### src/pkg/fdgi_pkg.sv
// Package for the fast level detection and gain indicator block
package fdgi_pkg;

  // ==========================================================================
  // Register offsets (byte wide registers)
  // ==========================================================================
  localparam logic [9:0] FDGI_ADDR_CFG      = 10'h104; // Enable and pin mode
  localparam logic [9:0] FDGI_ADDR_CTHR     = 10'h105; // coarse_level_threshold
  localparam logic [9:0] FDGI_ADDR_FHI_LO   = 10'h106; // fine_high_threshold low
  localparam logic [9:0] FDGI_ADDR_FHI_HI   = 10'h107; // fine_high_threshold high
  localparam logic [9:0] FDGI_ADDR_FLO_LO   = 10'h108; // fine_low_threshold low
  localparam logic [9:0] FDGI_ADDR_FLO_HI   = 10'h109; // fine_low_threshold high
  localparam logic [9:0] FDGI_ADDR_DWELL_LO = 10'h10A; // gain_raise_dwell_time low
  localparam logic [9:0] FDGI_ADDR_DWELL_HI = 10'h10B; // gain_raise_dwell_time high
  localparam logic [9:0] FDGI_ADDR_STATUS   = 10'h10C; // Live level pins, read only

  // ==========================================================================
  // Field positions
  // ==========================================================================
  localparam int FDGI_CFG_EN_BIT    = 0;  // Level pin enable
  localparam int FDGI_CFG_MODE_LSB  = 1;  // Mode field bits 3..1
  localparam int FDGI_CTHR_MSB      = 2;  // Coarse threshold bits 2..0
  localparam int FDGI_FINE_HI_MSB   = 4;  // Upper byte holds bits 12..8

  // ==========================================================================
  // Reset values
  // ==========================================================================
  localparam logic [7:0]  FDGI_CFG_RST   = 8'h00;
  localparam logic [2:0]  FDGI_CTHR_RST  = 3'h0;
  localparam logic [12:0] FDGI_FHI_RST   = 13'h1FFF;
  localparam logic [12:0] FDGI_FLO_RST   = 13'h0000;
  localparam logic [15:0] FDGI_DWELL_RST = 16'h0001;

  // ==========================================================================
  // Timing (sample clock cycles)
  // ==========================================================================
  localparam int FDGI_LAT_FAST  = 2;   // Mode 000 level code latency
  localparam int FDGI_LAT_SLOW  = 6;   // Modes 001..011 level code latency
  localparam int FDGI_LAT_OVR   = 12;  // Overrange latency
  localparam int FDGI_CODE_DLY  = FDGI_LAT_SLOW - 1; // Code delay depth
  localparam int FDGI_OVR_DLY   = FDGI_LAT_OVR - 2;  // Overrange delay depth
  localparam int FDGI_NCHAN     = 2;   // Converter channels

  // ==========================================================================
  // Types
  // ==========================================================================
  typedef enum logic [2:0] {
    FDGI_MODE_MAG4,      // 4-bit coarse code
    FDGI_MODE_MAG3_OVR,  // 3-bit code plus overrange
    FDGI_MODE_MAG2_OVR,  // 2-bit code plus fine lower
    FDGI_MODE_MAG2,      // 2-bit code plus fine lower
    FDGI_MODE_THRESH,    // Overrange, coarse, fine upper, fine lower
    FDGI_MODE_GAIN,      // Overrange, fine upper, raise, drop
    FDGI_MODE_RSV6,      // Unused code
    FDGI_MODE_RSV7       // Unused code
  } fdgi_mode_t;

  // Per-channel converter samples
  typedef struct packed {
    logic [3:0]  coarse_mag; // Early stage magnitude code 0..8
    logic [12:0] fine_mag;   // Pipeline output magnitude
    logic        ovr;        // Overrange at converter input
  } fdgi_sample_t;

  // Per-channel indicator flags
  typedef struct packed {
    logic ovr;
    logic coarse_upper_flag;
    logic fine_upper_flag;
    logic fine_lower_flag;
    logic gain_raise_flag;
    logic gain_drop_flag;
  } fdgi_flags_t;

endpackage : fdgi_pkg

### src/rtl/fdgi_core.sv
// Fast level detection and gain indicator logic for two converter channels
// How it works
// - mode 000 shows 4-bit code, latency two
// - 4-bit code 0000 to 1000 by level
// - modes 001-011 use subset, latency six
// - mode 001 shows 3-bit code on top
// - modes 010/011 show 2-bit code on top
// - mode field routes flags onto pins
// - mode bits 3..1 plus enable bit
// - each channel has own four pins
// - comparisons use magnitude, sign ignored
// - overrange appears twelve cycles after event
// - gain flags available in mode 101 only
// - coarse flag when code exceeds threshold
// - coarse flag holds at least two cycles
// - threshold codes map to coarse levels
// - fine upper flag above 13-bit threshold
// - fine lower flag below 13-bit threshold
// - drop flag when above coarse threshold
// - raise flag after dwell below lower threshold
// - flags follow samples, hold two cycles
`timescale 1ns/1ns
module fdgi_core
  import fdgi_pkg::*;
(
  // Clock and reset
  input  wire logic                          sys_clk,
  input  wire logic                          sys_rst,
  // Register port
  input  wire logic                          reg_wr_en,
  input  wire logic [9:0]                    reg_addr,
  input  wire logic [7:0]                    reg_wdata,
  output logic      [7:0]                    reg_rdata,
  // Converter samples
  input  wire fdgi_sample_t [FDGI_NCHAN-1:0] sample,
  // Level pins
  output logic      [FDGI_NCHAN-1:0][3:0]    fast_level_pins
);

  // ==========================================================================
  // Helper functions
  // ==========================================================================

  // Next state of a flag with a two-cycle minimum high time
  function automatic logic [1:0] hold2(input logic raw, input logic flag_q);
    logic [1:0] r;
    r[1] = raw;
    r[0] = raw & ~flag_q;
    return r;
  endfunction : hold2

  // Saturate the 4-bit coarse code into three bits
  function automatic logic [2:0] sat3(input logic [3:0] code);
    logic [2:0] r;
    r = (code > 4'h7) ? 3'h7 : code[2:0];
    return r;
  endfunction : sat3

  // ==========================================================================
  // Configuration registers
  // ==========================================================================
  logic             en_q;        // Level pin enable
  fdgi_mode_t       mode_q;      // Level pin mode
  logic [2:0]       cthr_q;      // Coarse threshold code
  logic [12:0]      fhi_q;       // Fine upper threshold
  logic [12:0]      flo_q;       // Fine lower threshold
  logic [15:0]      dwell_q;     // Raise gain dwell time

  // Register writes
  always_ff @(posedge sys_clk or posedge sys_rst)
  begin
    if (sys_rst)
    begin
      en_q    <= FDGI_CFG_RST[FDGI_CFG_EN_BIT];
      mode_q  <= fdgi_mode_t'(FDGI_CFG_RST[FDGI_CFG_MODE_LSB +: 3]);
      cthr_q  <= FDGI_CTHR_RST;
      fhi_q   <= FDGI_FHI_RST;
      flo_q   <= FDGI_FLO_RST;
      dwell_q <= FDGI_DWELL_RST;
    end
    else if (reg_wr_en)
    begin
      unique case (reg_addr)
        FDGI_ADDR_CFG:
        begin
          // Enable and mode field
          en_q   <= reg_wdata[FDGI_CFG_EN_BIT];
          mode_q <= fdgi_mode_t'(reg_wdata[FDGI_CFG_MODE_LSB +: 3]);
        end
        FDGI_ADDR_CTHR:     cthr_q        <= reg_wdata[FDGI_CTHR_MSB:0];
        FDGI_ADDR_FHI_LO:   fhi_q[7:0]    <= reg_wdata;
        FDGI_ADDR_FHI_HI:   fhi_q[12:8]   <= reg_wdata[FDGI_FINE_HI_MSB:0];
        FDGI_ADDR_FLO_LO:   flo_q[7:0]    <= reg_wdata;
        FDGI_ADDR_FLO_HI:   flo_q[12:8]   <= reg_wdata[FDGI_FINE_HI_MSB:0];
        FDGI_ADDR_DWELL_LO: dwell_q[7:0]  <= reg_wdata;
        FDGI_ADDR_DWELL_HI: dwell_q[15:8] <= reg_wdata;
        default:
        begin
          // Unmapped or read-only offsets ignore writes
        end
      endcase
    end
  end

  // Register read mux, unused bits read as zero
  always_comb
  begin
    unique case (reg_addr)
      FDGI_ADDR_CFG:      reg_rdata = {4'h0, mode_q, en_q};
      FDGI_ADDR_CTHR:     reg_rdata = {5'h00, cthr_q};
      FDGI_ADDR_FHI_LO:   reg_rdata = fhi_q[7:0];
      FDGI_ADDR_FHI_HI:   reg_rdata = {3'h0, fhi_q[12:8]};
      FDGI_ADDR_FLO_LO:   reg_rdata = flo_q[7:0];
      FDGI_ADDR_FLO_HI:   reg_rdata = {3'h0, flo_q[12:8]};
      FDGI_ADDR_DWELL_LO: reg_rdata = dwell_q[7:0];
      FDGI_ADDR_DWELL_HI: reg_rdata = dwell_q[15:8];
      FDGI_ADDR_STATUS:   reg_rdata = {fast_level_pins[1], fast_level_pins[0]};
      default:            reg_rdata = 8'h00;
    endcase
  end

  // ==========================================================================
  // Per-channel detection, one independent copy each
  // ==========================================================================
  for (genvar ch = 0; ch < FDGI_NCHAN; ch++)
  begin : g_chan

    logic [FDGI_CODE_DLY-1:0][3:0] code_dly_q; // Coarse code delay line
    logic [FDGI_OVR_DLY-1:0]       ovr_dly_q;  // Overrange delay line
    fdgi_flags_t                   flag_q;     // Held indicator flags
    fdgi_flags_t                   first_q;    // First cycle of each flag
    fdgi_flags_t                   raw;        // Unheld conditions
    logic [15:0]                   dwell_cnt_q; // Cycles spent below lower
    logic [15:0]                   dwell_lim;  // Dwell clamped to at least 1
    logic [3:0]                    pins_d;     // Next pin value
    logic [3:0]                    pins_q;     // Registered pins
    logic [2:0]                    code3;      // Slow code saturated to three bits

    // Saturated slow-path code shared by the subset modes
    assign code3 = sat3(code_dly_q[FDGI_LAT_SLOW-2]);

    // Delay lines for the level code and the overrange event
    always_ff @(posedge sys_clk or posedge sys_rst)
    begin
      if (sys_rst)
      begin
        code_dly_q <= '0;
        ovr_dly_q  <= '0;
      end
      else
      begin
        code_dly_q <= {code_dly_q[FDGI_CODE_DLY-2:0], sample[ch].coarse_mag};
        ovr_dly_q  <= {ovr_dly_q[FDGI_OVR_DLY-2:0], sample[ch].ovr};
      end
    end

    // Raw threshold conditions, magnitudes only so sign has no effect
    always_comb
    begin
      raw                   = '0;
      raw.ovr               = ovr_dly_q[FDGI_OVR_DLY-1];
      // Code above threshold code; code steps match threshold steps
      raw.coarse_upper_flag = sample[ch].coarse_mag > {1'b0, cthr_q};
      raw.fine_upper_flag   = sample[ch].fine_mag > fhi_q;
      raw.fine_lower_flag   = sample[ch].fine_mag < flo_q;
      raw.gain_drop_flag    = raw.coarse_upper_flag;
      raw.gain_raise_flag   = raw.fine_lower_flag
                              && (dwell_cnt_q >= dwell_lim);
    end

    // A zero dwell behaves as one cycle
    assign dwell_lim = (dwell_q == 16'h0000) ? 16'h0001 : dwell_q;

    // Dwell counter: counts consecutive samples below the lower threshold
    always_ff @(posedge sys_clk or posedge sys_rst)
    begin
      if (sys_rst)
      begin
        dwell_cnt_q <= '0;
      end
      else if (!raw.fine_lower_flag)
      begin
        // Any sample at or above the threshold restarts the wait
        dwell_cnt_q <= '0;
      end
      else if (dwell_cnt_q != 16'hFFFF)
      begin
        // Saturate rather than wrap
        dwell_cnt_q <= dwell_cnt_q + 16'h0001;
      end
    end

    // Flag registers with a two-cycle minimum high time
    always_ff @(posedge sys_clk or posedge sys_rst)
    begin
      if (sys_rst)
      begin
        flag_q  <= '0;
        first_q <= '0;
      end
      else
      begin
        // Flag stays on its first cycle's successor regardless of level
        {flag_q.ovr, first_q.ovr} <= hold2(raw.ovr | first_q.ovr, flag_q.ovr);
        {flag_q.coarse_upper_flag, first_q.coarse_upper_flag} <=
          hold2(raw.coarse_upper_flag | first_q.coarse_upper_flag,
                flag_q.coarse_upper_flag);
        {flag_q.fine_upper_flag, first_q.fine_upper_flag} <=
          hold2(raw.fine_upper_flag | first_q.fine_upper_flag,
                flag_q.fine_upper_flag);
        {flag_q.fine_lower_flag, first_q.fine_lower_flag} <=
          hold2(raw.fine_lower_flag | first_q.fine_lower_flag,
                flag_q.fine_lower_flag);
        {flag_q.gain_raise_flag, first_q.gain_raise_flag} <=
          hold2(raw.gain_raise_flag | first_q.gain_raise_flag,
                flag_q.gain_raise_flag);
        {flag_q.gain_drop_flag, first_q.gain_drop_flag} <=
          hold2(raw.gain_drop_flag | first_q.gain_drop_flag,
                flag_q.gain_drop_flag);
      end
    end

    // Pin routing by mode
    always_comb
    begin
      pins_d = 4'h0;
      if (en_q)
      begin
        unique case (mode_q)
          FDGI_MODE_MAG4:
          begin
            // Full code after one delay stage plus the pin register
            pins_d = code_dly_q[FDGI_LAT_FAST-2];
          end
          FDGI_MODE_MAG3_OVR:
          begin
            // Saturated 3-bit code on the top pins, overrange below
            pins_d = {code3, flag_q.ovr};
          end
          FDGI_MODE_MAG2_OVR, FDGI_MODE_MAG2:
          begin
            // Two-bit code drops the least bit, fine lower below
            pins_d = {code3[2:1], 1'b0, flag_q.fine_lower_flag};
          end
          FDGI_MODE_THRESH:
          begin
            pins_d = {flag_q.ovr, flag_q.coarse_upper_flag,
                      flag_q.fine_upper_flag, flag_q.fine_lower_flag};
          end
          FDGI_MODE_GAIN:
          begin
            pins_d = {flag_q.ovr, flag_q.fine_upper_flag,
                      flag_q.gain_raise_flag, flag_q.gain_drop_flag};
          end
          default:
          begin
            // Unused mode codes drive all pins low
            pins_d = 4'h0;
          end
        endcase
      end
    end

    // Output register for the four pins
    always_ff @(posedge sys_clk or posedge sys_rst)
    begin
      if (sys_rst)
      begin
        pins_q <= 4'h0;
      end
      else
      begin
        pins_q <= pins_d;
      end
    end

    assign fast_level_pins[ch] = pins_q;

  end : g_chan

endmodule : fdgi_core

### config.mk
export PLATFORM = sky130hd
export DESIGN_NAME = fdgi_core
export DESIGN_NICKNAME = d
export VERILOG_FILES = /design/src/pkg/fdgi_pkg.sv /design/src/rtl/fdgi_core.sv
export SDC_FILE = /design/constraint.sdc
export NUM_CORES = 1
export LEC_CHECK = 0
export BUFFER_PORTS_ARGS = -buffer_cell sky130_fd_sc_hd__buf_2
export CORE_MARGIN = 3
export CORE_UTILIZATION = 55
export CTS_CLUSTER_DIAMETER = 120
export DETAILED_ROUTE_END_ITERATION = 8
export GPL_ROUTABILITY_DRIVEN = 0
export HOLD_SLACK_MARGIN = 0.1
export PLACE_DENSITY = 0.71
export SYNTH_ARGS = -nofsm -noshare
export SYNTH_HDL_FRONTEND = slang
export SYNTH_SLANG_ARGS = --single-unit
### constraint.sdc
create_clock -name sys_clk -period 6.5 [get_ports sys_clk]
set_clock_uncertainty 0.05 [all_clocks]
set_input_delay 0 -clock sys_clk [delete_from_list [all_inputs] [get_ports sys_clk]]
set_output_delay 0 -clock sys_clk [all_outputs]
set_load 0.02 [all_outputs]
==> results summary, run 1 <==
The run finished with clean final reports. The final max-slew violation count came out at 0. The count of flip-flops with a built-in enable after synthesis is 0. The post-synthesis instance area came out at 8830 um^2. At the end of the flow the core is filled with cells to 0.664. The initial utilization of the core area, before any placement, comes to 0.572. The power density over the cells came out at 233 nW/um^2. The startpoint identified for the worst register-to-register timing path is fhi_q[10]$_DFFE_PP1P_. During synthesis, Yosys emitted a total of 0 warnings. In this run the worst hold path is classified as input pin to flop.

In this run the clock root is driven by a sky130_fd_sc_hd__clkbuf_16. The type of destination of the critical path is a flop. The total of fill cells in the finished design came out at 1177. The total wirelength of the detailed-routed design came out at 20.5 mm.

The via count of the first global-routing pass was 6495. The normalized max-slew margin is 0.354. The standard-cell row count came out at 45. Following the worst setup path forward leads to its endpoint at g_chan[1].first_q[3]$_DFF_PP0_. The critical path starts at fhi_q[10]$_DFFE_PP1P_. The data arrival time of the critical path is 2910 ps. The slack of the critical path came out at 3860 ps. The global-route wire length before repair is 33.7 mm. The worst voltage drop across the vdd grid came out at 218 uV. The met3 usage in global routing is 0.0586.

The reported leakage power is 4.76 nW. The library cell used most frequently in the layout, excluding fill and tap cells, is sky130_fd_sc_hd__dfrtp_1. In this run the critical register-to-register path is captured at g_chan[1].first_q[3]$_DFF_PP0_. The net count of the mapped netlist is 921.

The length in cells of the worst reg-to-reg path came out at 9. The cell count of the worst hold path is 5. Grouping stages by cell kind, the critical path spends the most delay in compound AO/OA/AOI/OAI gates. The maximum number of pins on one net before global-route repair is 115. The insertion delay to the later sink of the worst-skew pair came out at 430 ps. After global routing the overflow that remains totals 0. In this run the register-to-register setup slack is 3860 ps. The number of cells produced by synthesis is 774. The slowest cell on the critical path is sky130_fd_sc_hd__dlygate4sd3_1.

The die area is 17600 um^2. sky130_fd_sc_hd__dfrtp_1 takes more of the synthesized area than any other cell. The TritonCTS clock tree is done. The final count of negative-setup-slack endpoints is 0. The area of the multi-input gates came out at 4190 um^2. STA classifies the critical path startpoint as a flop. The worst-case clock buffer depth came out at 2. The signal on the critical path passes through inv_1 -> ha_1 -> a21o_1 -> a21o_1 -> a211oi_1 -> nand2_1 -> dlygate4sd3_1 -> o21a_1 -> nor2b_1. The CTS buffer count is 17. Yosys attributes the largest share of cell area to sky130_fd_sc_hd__dfrtp_1 45%, sky130_fd_sc_hd__ha_1 13%, sky130_fd_sc_hd__mux2_2 6.1%. The clock edge transition at the registers on the reported setup and hold paths is 70 ps. Hold repair after CTS inserted 25 buffers. Counting flops and latches in the post-synthesis netlist gives 173. The number of hold-slack violations in the final timing report came out at 0. In this run the vertical extent of the chip is 133 um. In this run, the number of DRC markers left after iteration 0 of detailed routing was 372.

Counting every sink on the clock net gives 173. The count of port buffers added during placement is 72. The share of cells above drive strength 1 is 0.223. The dominant cell type by count on the critical path is sky130_fd_sc_hd__a21o_1. The total of max-cap violations is 0.

Registers take 4350 um^2. The synthesized area per cell came out at 11.4 um^2. The maximum clock frequency came out at 378 MHz.

In the finished design, the share of the clock period the worst path needs comes to 0.407. The post-synthesis sequential area ratio came out at 0.492. The worst setup path is of the flop to flop kind. For this run, the detailed router's first-pass iteration total came to 5.

At the pin with the least slew margin, the transition time is 970 ps. The global routing met2 resource utilization is 0.393. 0 antenna diodes ended up in the layout. Setup repair after global routing left no endpoint under its margin.

The final layout contains 1025 nets. In this run the most used layer during global routing was met2. In this run the count of I/O pins placed on the die edge is 73.

The number of antenna violations at the first check in global routing is 0. The sum of negative setup slack came out at 0 ps. The distinct cell type count of the synthesized netlist came out at 60. OpenSTA, run right after detailed placement, puts the worst setup slack at 4000 ps.

The via total after detailed routing is 6350. The delay of the slowest cell on the worst path came out at 560 ps. The count of buffering cells on the critical path with inverters included is 2. The total core area came out at 15400 um^2. The met1 track utilization from global routing is 0.316. The residual antenna-violating net count after detailed routing is 0.

The number of gates resized after cts came out at 0. The number of H-tree levels came out at 4. Among all flip-flop cells after synthesis, the most frequent one is sky130_fd_sc_hd__dfrtp_1. The routed design could run at a clock period as short as 2640 ps. The die outline width came out at 133 um. The average via count per standard cell is 5.76. The fraction of synthesis flops using an asynchronous set or reset pin came out at 1.00. The critical path depth in cells came out at 9. The relative area change from synthesis to final layout is 16.1%. The total half-perimeter wirelength after legalization and detailed placement is 15.2 mm. The required time of the critical path is 6760 ps.

The DRC violation count after routing came out at 0. The number of buffers inserted to repair setup after CTS is 0. In this run the worst path has a maximum fanout of 3. The routed length per placed instance is 18.6 um. The global-route usage over all layers came out at 0.242. Of the post-synthesis cell area, the dominant cell type holds 0.451. In the layout the commonest cells are 159 x sky130_fd_sc_hd__dfrtp_1, 90 x sky130_fd_sc_hd__ha_1, 72 x sky130_fd_sc_hd__buf_2, 59 x sky130_fd_sc_hd__inv_1, 57 x sky130_fd_sc_hd__nor2_1.
==> cells by family (layout without fill, tap and decap cells) <==
family / count (synthesis) / count (layout) / share of synthesized area
flip-flops: 173 / 173 / 0.492
adder cells (fa/ha/maj): 90 / 90 / 0.128
multiplexers: 65 / 65 / 0.0952
AND/OR/NAND/NOR: 224 / 224 / 0.136
AO/OA/AOI/OAI: 124 / 124 / 0.0915
buffers and inverters: 74 / 191 / 0.0337
XOR/XNOR: 24 / 24 / 0.0238
==> registers in the layout (all words and copies together) (netlist names) <==
register and cells:
cthr_q 3, dwell_q 16, en_q 1, fhi_q 13, flo_q 13, g_chan.code_dly_q 40, g_chan.dwell_cnt_q 32, g_chan.first_q 12
g_chan.flag_q 12, g_chan.ovr_dly_q 20, g_chan.pins_q 8, mode_q 3
==> routing by layer <==
| metal | share of wire | routed length, um | vias to the layer above |
|---|---|---|---|
| li1 | - | - | 2981 |
| met5 | 0 | 0 | - |
| met3 | 0.061 | 1250 | 39 |
| met1 | 0.43 | 8840 | 3112 |
| met4 | 0.030 | 610 | 0 |
| met2 | 0.48 | 9750 | 218 |
==> worst reg2reg max path: cells and delay by family, from the launching register on <==
family          cells  cell delay, ps
flops               1             550
compound gates      4             810
buf+inv             2             620
fa+ha+maj           1             290
simple gates        2             210
==> cells in the mapped netlist, types with 15 or more instances <==
library cell / n
sky130_fd_sc_hd__dfrtp_1: 159
sky130_fd_sc_hd__ha_1: 90
sky130_fd_sc_hd__inv_1: 60
sky130_fd_sc_hd__nor2_1: 57
sky130_fd_sc_hd__nand2_1: 54
sky130_fd_sc_hd__mux2_2: 48
sky130_fd_sc_hd__a21oi_1: 41
sky130_fd_sc_hd__o21ai_0: 21
sky130_fd_sc_hd__nand3_1: 20
sky130_fd_sc_hd__xor2_1: 17
sky130_fd_sc_hd__nor2b_1: 15
==> stage by stage <==
step	hold WS (ps)	power (mW)	cell area, um^2	std cells
after floorplan	-18.6	1.30	8830	774
after global placement	59.5	1.37	9400	1045
after detailed placement	62.5	1.38	9400	1045
after CTS	112	2.40	10200	1102
after global routing	147	2.48	10200	1102
final	128	2.39	10200	1102
==> report_power, final <==
group / switching [mW] / internal [mW]
Sequential: 0.0345 / 1.13
Combinational: 0.120 / 0.0918
Clock: 0.465 / 0.550
==> worst min-delay path by stage <==
stage	from	end
floorplan	sample[14]	g_chan[0].code_dly_q[0]$_DFF_PP0_
global placement	sample[0]	g_chan[0].ovr_dly_q[0]$_DFF_PP0_
detailed placement	sample[18]	g_chan[1].ovr_dly_q[0]$_DFF_PP0_
CTS	sample[13]	g_chan[0].flag_q[3]$_DFF_PP0_
global route	sample[13]	g_chan[0].flag_q[3]$_DFF_PP0_
finish	sample[13]	g_chan[0].flag_q[3]$_DFF_PP0_
==> cell type report <==
| type | count | area share |
|---|---|---|
| Sequential cell | 173 | 0.424 |
| Clock inverter | 15 | 0.0166 |
| Tap cell | 211 | 0.0258 |
| Inverter | 60 | 0.0225 |
| Clock buffer | 17 | 0.0415 |
| Timing Repair Buffer | 99 | 0.0610 |
| Multi-Input combinational cell | 527 | 0.408 |
Note: power is estimated with default switching activity, not from simulation.
==> run 2: changes to the inputs <==
==> constraint.sdc (replaced) <==
create_clock -name sys_clk -period 2.7 [get_ports sys_clk]
set_clock_uncertainty 0.05 [all_clocks]
set_input_delay 0 -clock sys_clk [delete_from_list [all_inputs] [get_ports sys_clk]]
set_output_delay 0 -clock sys_clk [all_outputs]
set_load 0.02 [all_outputs]
==> run 2 against run 1 <==
Sequential share of layout area shrank 0.17 points. Critical path type unchanged. Critical path depth shrank 1. Core utilization grew 0.27 points. Register-to-register slack lost 3700 ps.
==> results summary, run 2 (synthesis gave the netlist of run 1 again) <==
The average via count per standard cell came out at 5.76. The largest single stage delay on the critical path is 570 ps. The global-route usage over all layers is 0.245.

The combinational fraction of design power came out at 0.093. Summed over all cells, the static leakage comes to 4.77 nW. The maximum fanout along the worst path is 3. For this block, the routed nets add up to 20.9 mm of wire.

From bottom edge to top edge, the die measures 133 um. The relative area change from synthesis to final layout came out at 16.5%. The actual slew at the worst max-slew pin is 713 ps. The CTS buffer count is 17.

The total of fill cells in the finished design is 1169. The count of port buffers added during placement is 72. The die outline width is 133 um. Before antenna repair, the detailed router went through 5 iterations. The fraction of the cycle the final worst path needs came out at 0.953. TritonCTS built the clock tree. The path class of the tightest hold or removal check is input pin to flop. The residual antenna-violating net count after detailed routing came out at 0.

The routed length per placed instance came out at 18.9 um. The count of buffering cells on the critical path with inverters included is 2. The global routing met2 resource utilization is 0.408. In this run the power density over the cells is 551 nW/um^2. The worst setup path is of the flop to flop kind. The total non-filler cell area in the finished layout came out at 10300 um^2. The first global-routing pass estimated 34.2 mm of wire. Tracing the worst setup path back leads to its startpoint at fhi_q[10]$_DFFE_PP1P_. The dominant cell type by count on the critical path is sky130_fd_sc_hd__a21o_1. The launch point of the worst reg-to-reg path is fhi_q[10]$_DFFE_PP1P_. The DRC violation count after routing came out at 0. Across the whole layout, storage elements account for 4350 um^2. The number of hold-slack violations in the final timing report came to 0. The sequential share of power is 0.493. The critical path goes through inv_1 -> ha_1 -> a21o_1 -> a21o_1 -> a211oi_2 -> nand2_1 -> o21a_1 -> dlygate4sd3_1.

The via total after detailed routing came out at 6373. The number of antenna repair diodes came out at 0. The area of the multi-input gates is 4190 um^2. The maximum clock frequency is 389 MHz. The worst voltage drop across the vdd grid came out at 576 uV. In the global route stage, met1 resource usage came out at 0.310. The register with the most flip-flops in the layout has 40 of them.

The post-route minimum period is 2570 ps. The clock edge transition at the registers on the reported setup and hold paths is 70 ps. The final core area utilization came out at 0.667. The sum of negative setup slack is 0 ps. The net switching component of the power came out at 1.50 mW. Overall power consumption after layout is estimated at 5.67 mW. The clock share of power came out at 0.414.

STA classifies the critical path startpoint as a flop. The worst hold slack came out at 123 ps. Of the total power, the share spent switching nets is 0.265. met2 is the most crowded layer. The clock net in this run drives a total of 173 sinks. The worst path meets setup with 128 ps of slack.

The clock root buffer is sky130_fd_sc_hd__clkbuf_16. The endpoint of the most critical setup path is g_chan[1].flag_q[3]$_DFF_PP0_. The data arrival time of the critical path came out at 2820 ps. The final max-slew violation count is 0. The leftover overflow at the end of global routing is 0.

In the final layout, the registers with the most flip-flops are g_chan.code_dly_q (40), g_chan.dwell_cnt_q (32), g_chan.ovr_dly_q (20). The number of antenna violations at the first check in global routing came out at 0. The length in cells of the worst reg-to-reg path came out at 8. The number of instances in the placed design came out at 1051.

The share of cells above drive strength 1 is 0.230. The via count of the first global-routing pass came out at 6752. The required time of the critical path is 2950 ps. The maximum number of pins on one net before global-route repair came out at 55. The H-tree was split into 4 levels.

The worst-case clock buffer depth came out at 2. The insertion delay to the later sink of the worst-skew pair came out at 420 ps. The critical path depth in cells is 8. In this run the tightest slew margin relative to its limit is 0.524.

The run finished with clean final reports. The met3 usage in global routing is 0.0521. The library cell used most frequently in the layout, excluding fill and tap cells, is sky130_fd_sc_hd__dfrtp_1. The number of top-level design ports came out at 73. The die area is 17600 um^2.

Detailed placement finished with a half-perimeter wire length of 16.0 mm. Ranked by flip-flop count, first place goes to g_chan.code_dly_q. The internal power component came out at 4.17 mW.

The final count of negative-setup-slack endpoints is 0. The standard-cell row count is 45. STA classifies the critical path endpoint as a flop. The top cell types in the final layout, fill and taps aside, are 159 x sky130_fd_sc_hd__dfrtp_1, 90 x sky130_fd_sc_hd__ha_1, 72 x sky130_fd_sc_hd__buf_2, 59 x sky130_fd_sc_hd__inv_1, 57 x sky130_fd_sc_hd__nor2_1. The total of max-cap violations is 0. Once the clock tree was built, the setup fixing pass inserted 0 buffers.

The slowest cell on the critical path is sky130_fd_sc_hd__dlygate4sd3_1. The count of cells in the finished layout, fillers not included, comes to 1107. The endpoint of the worst-slack reg-to-reg timing path is g_chan[1].flag_q[3]$_DFF_PP0_. In this run the cell area measured after placement is 9470 um^2. Setup repair after global routing left no endpoint under its margin. The register-to-register setup slack came out at 130 ps. For this configuration, the core starts out at a cell density of 0.572.

The post-placement setup slack is 277 ps. The total core area is 15400 um^2. The category of cells accounting for the largest share of critical-path delay is compound AO/OA/AOI/OAI gates.

The final layout contains 1030 nets. The number of DRC markers after the initial detailed-route iteration came out at 384.
## run 2: how the worst min path moves through the flow
stage,slack [ps],cells after the start,endpoint,from
after floorplan,-20,0,g_chan[0].code_dly_q[0]$_DFF_PP0_,sample[14]
after global placement,30,2,g_chan[0].ovr_dly_q[4]$_DFF_PP0_,sys_rst
after CTS,110,5,g_chan[0].flag_q[3]$_DFF_PP0_,sample[13]
after global routing,130,5,g_chan[0].flag_q[3]$_DFF_PP0_,sample[13]
final,120,5,g_chan[0].flag_q[3]$_DFF_PP0_,sample[13]
after detailed placement,50,2,g_chan[0].ovr_dly_q[6]$_DFF_PP0_,sys_rst
## run 2: timing repair
item,CTS,global route
endpoints found under the setup margin,0,1
gates resized for setup,0,1
hold endpoints to repair,188,0
hold buffers,24,0
## run 2: power groups by stage
stage | sequential [mW] | clock, mW | combinational (mW)
3_5_place_dp | 2.84 | 0 | 0.495
6_report | 2.80 | 2.35 | 0.524
5_1_grt | 2.81 | 2.50 | 0.591
4_1_cts | 2.80 | 2.39 | 0.527
2_1_floorplan | 2.80 | 0 | 0.324
3_3_place_gp | 2.84 | 0 | 0.462
## run 2: tightest hold or removal path: stages
cell and delay, ps:
sky130_fd_sc_hd__buf_2 110, sky130_fd_sc_hd__ha_1 140, sky130_fd_sc_hd__a211oi_1 50, sky130_fd_sc_hd__nand2_1 50, sky130_fd_sc_hd__o21a_1 180
## run 2: routing by layer
metal | vias up | part of all wire
met5 | - | 0
li1 | 2981 | -
met3 | 54 | 0.049
met2 | 210 | 0.48
met4 | 0 | 0.039
met1 | 3128 | 0.43
## run 2: layout make-up
| type | count | share of cell area |
|---|---|---|
| Clock inverter | 15 | 0.0143 |
| Multi-Input combinational cell | 527 | 0.407 |
| Tap cell | 211 | 0.0257 |
| Timing Repair Buffer | 104 | 0.0666 |
| Sequential cell | 173 | 0.422 |
| Clock buffer | 17 | 0.0413 |
| Inverter | 60 | 0.0223 |
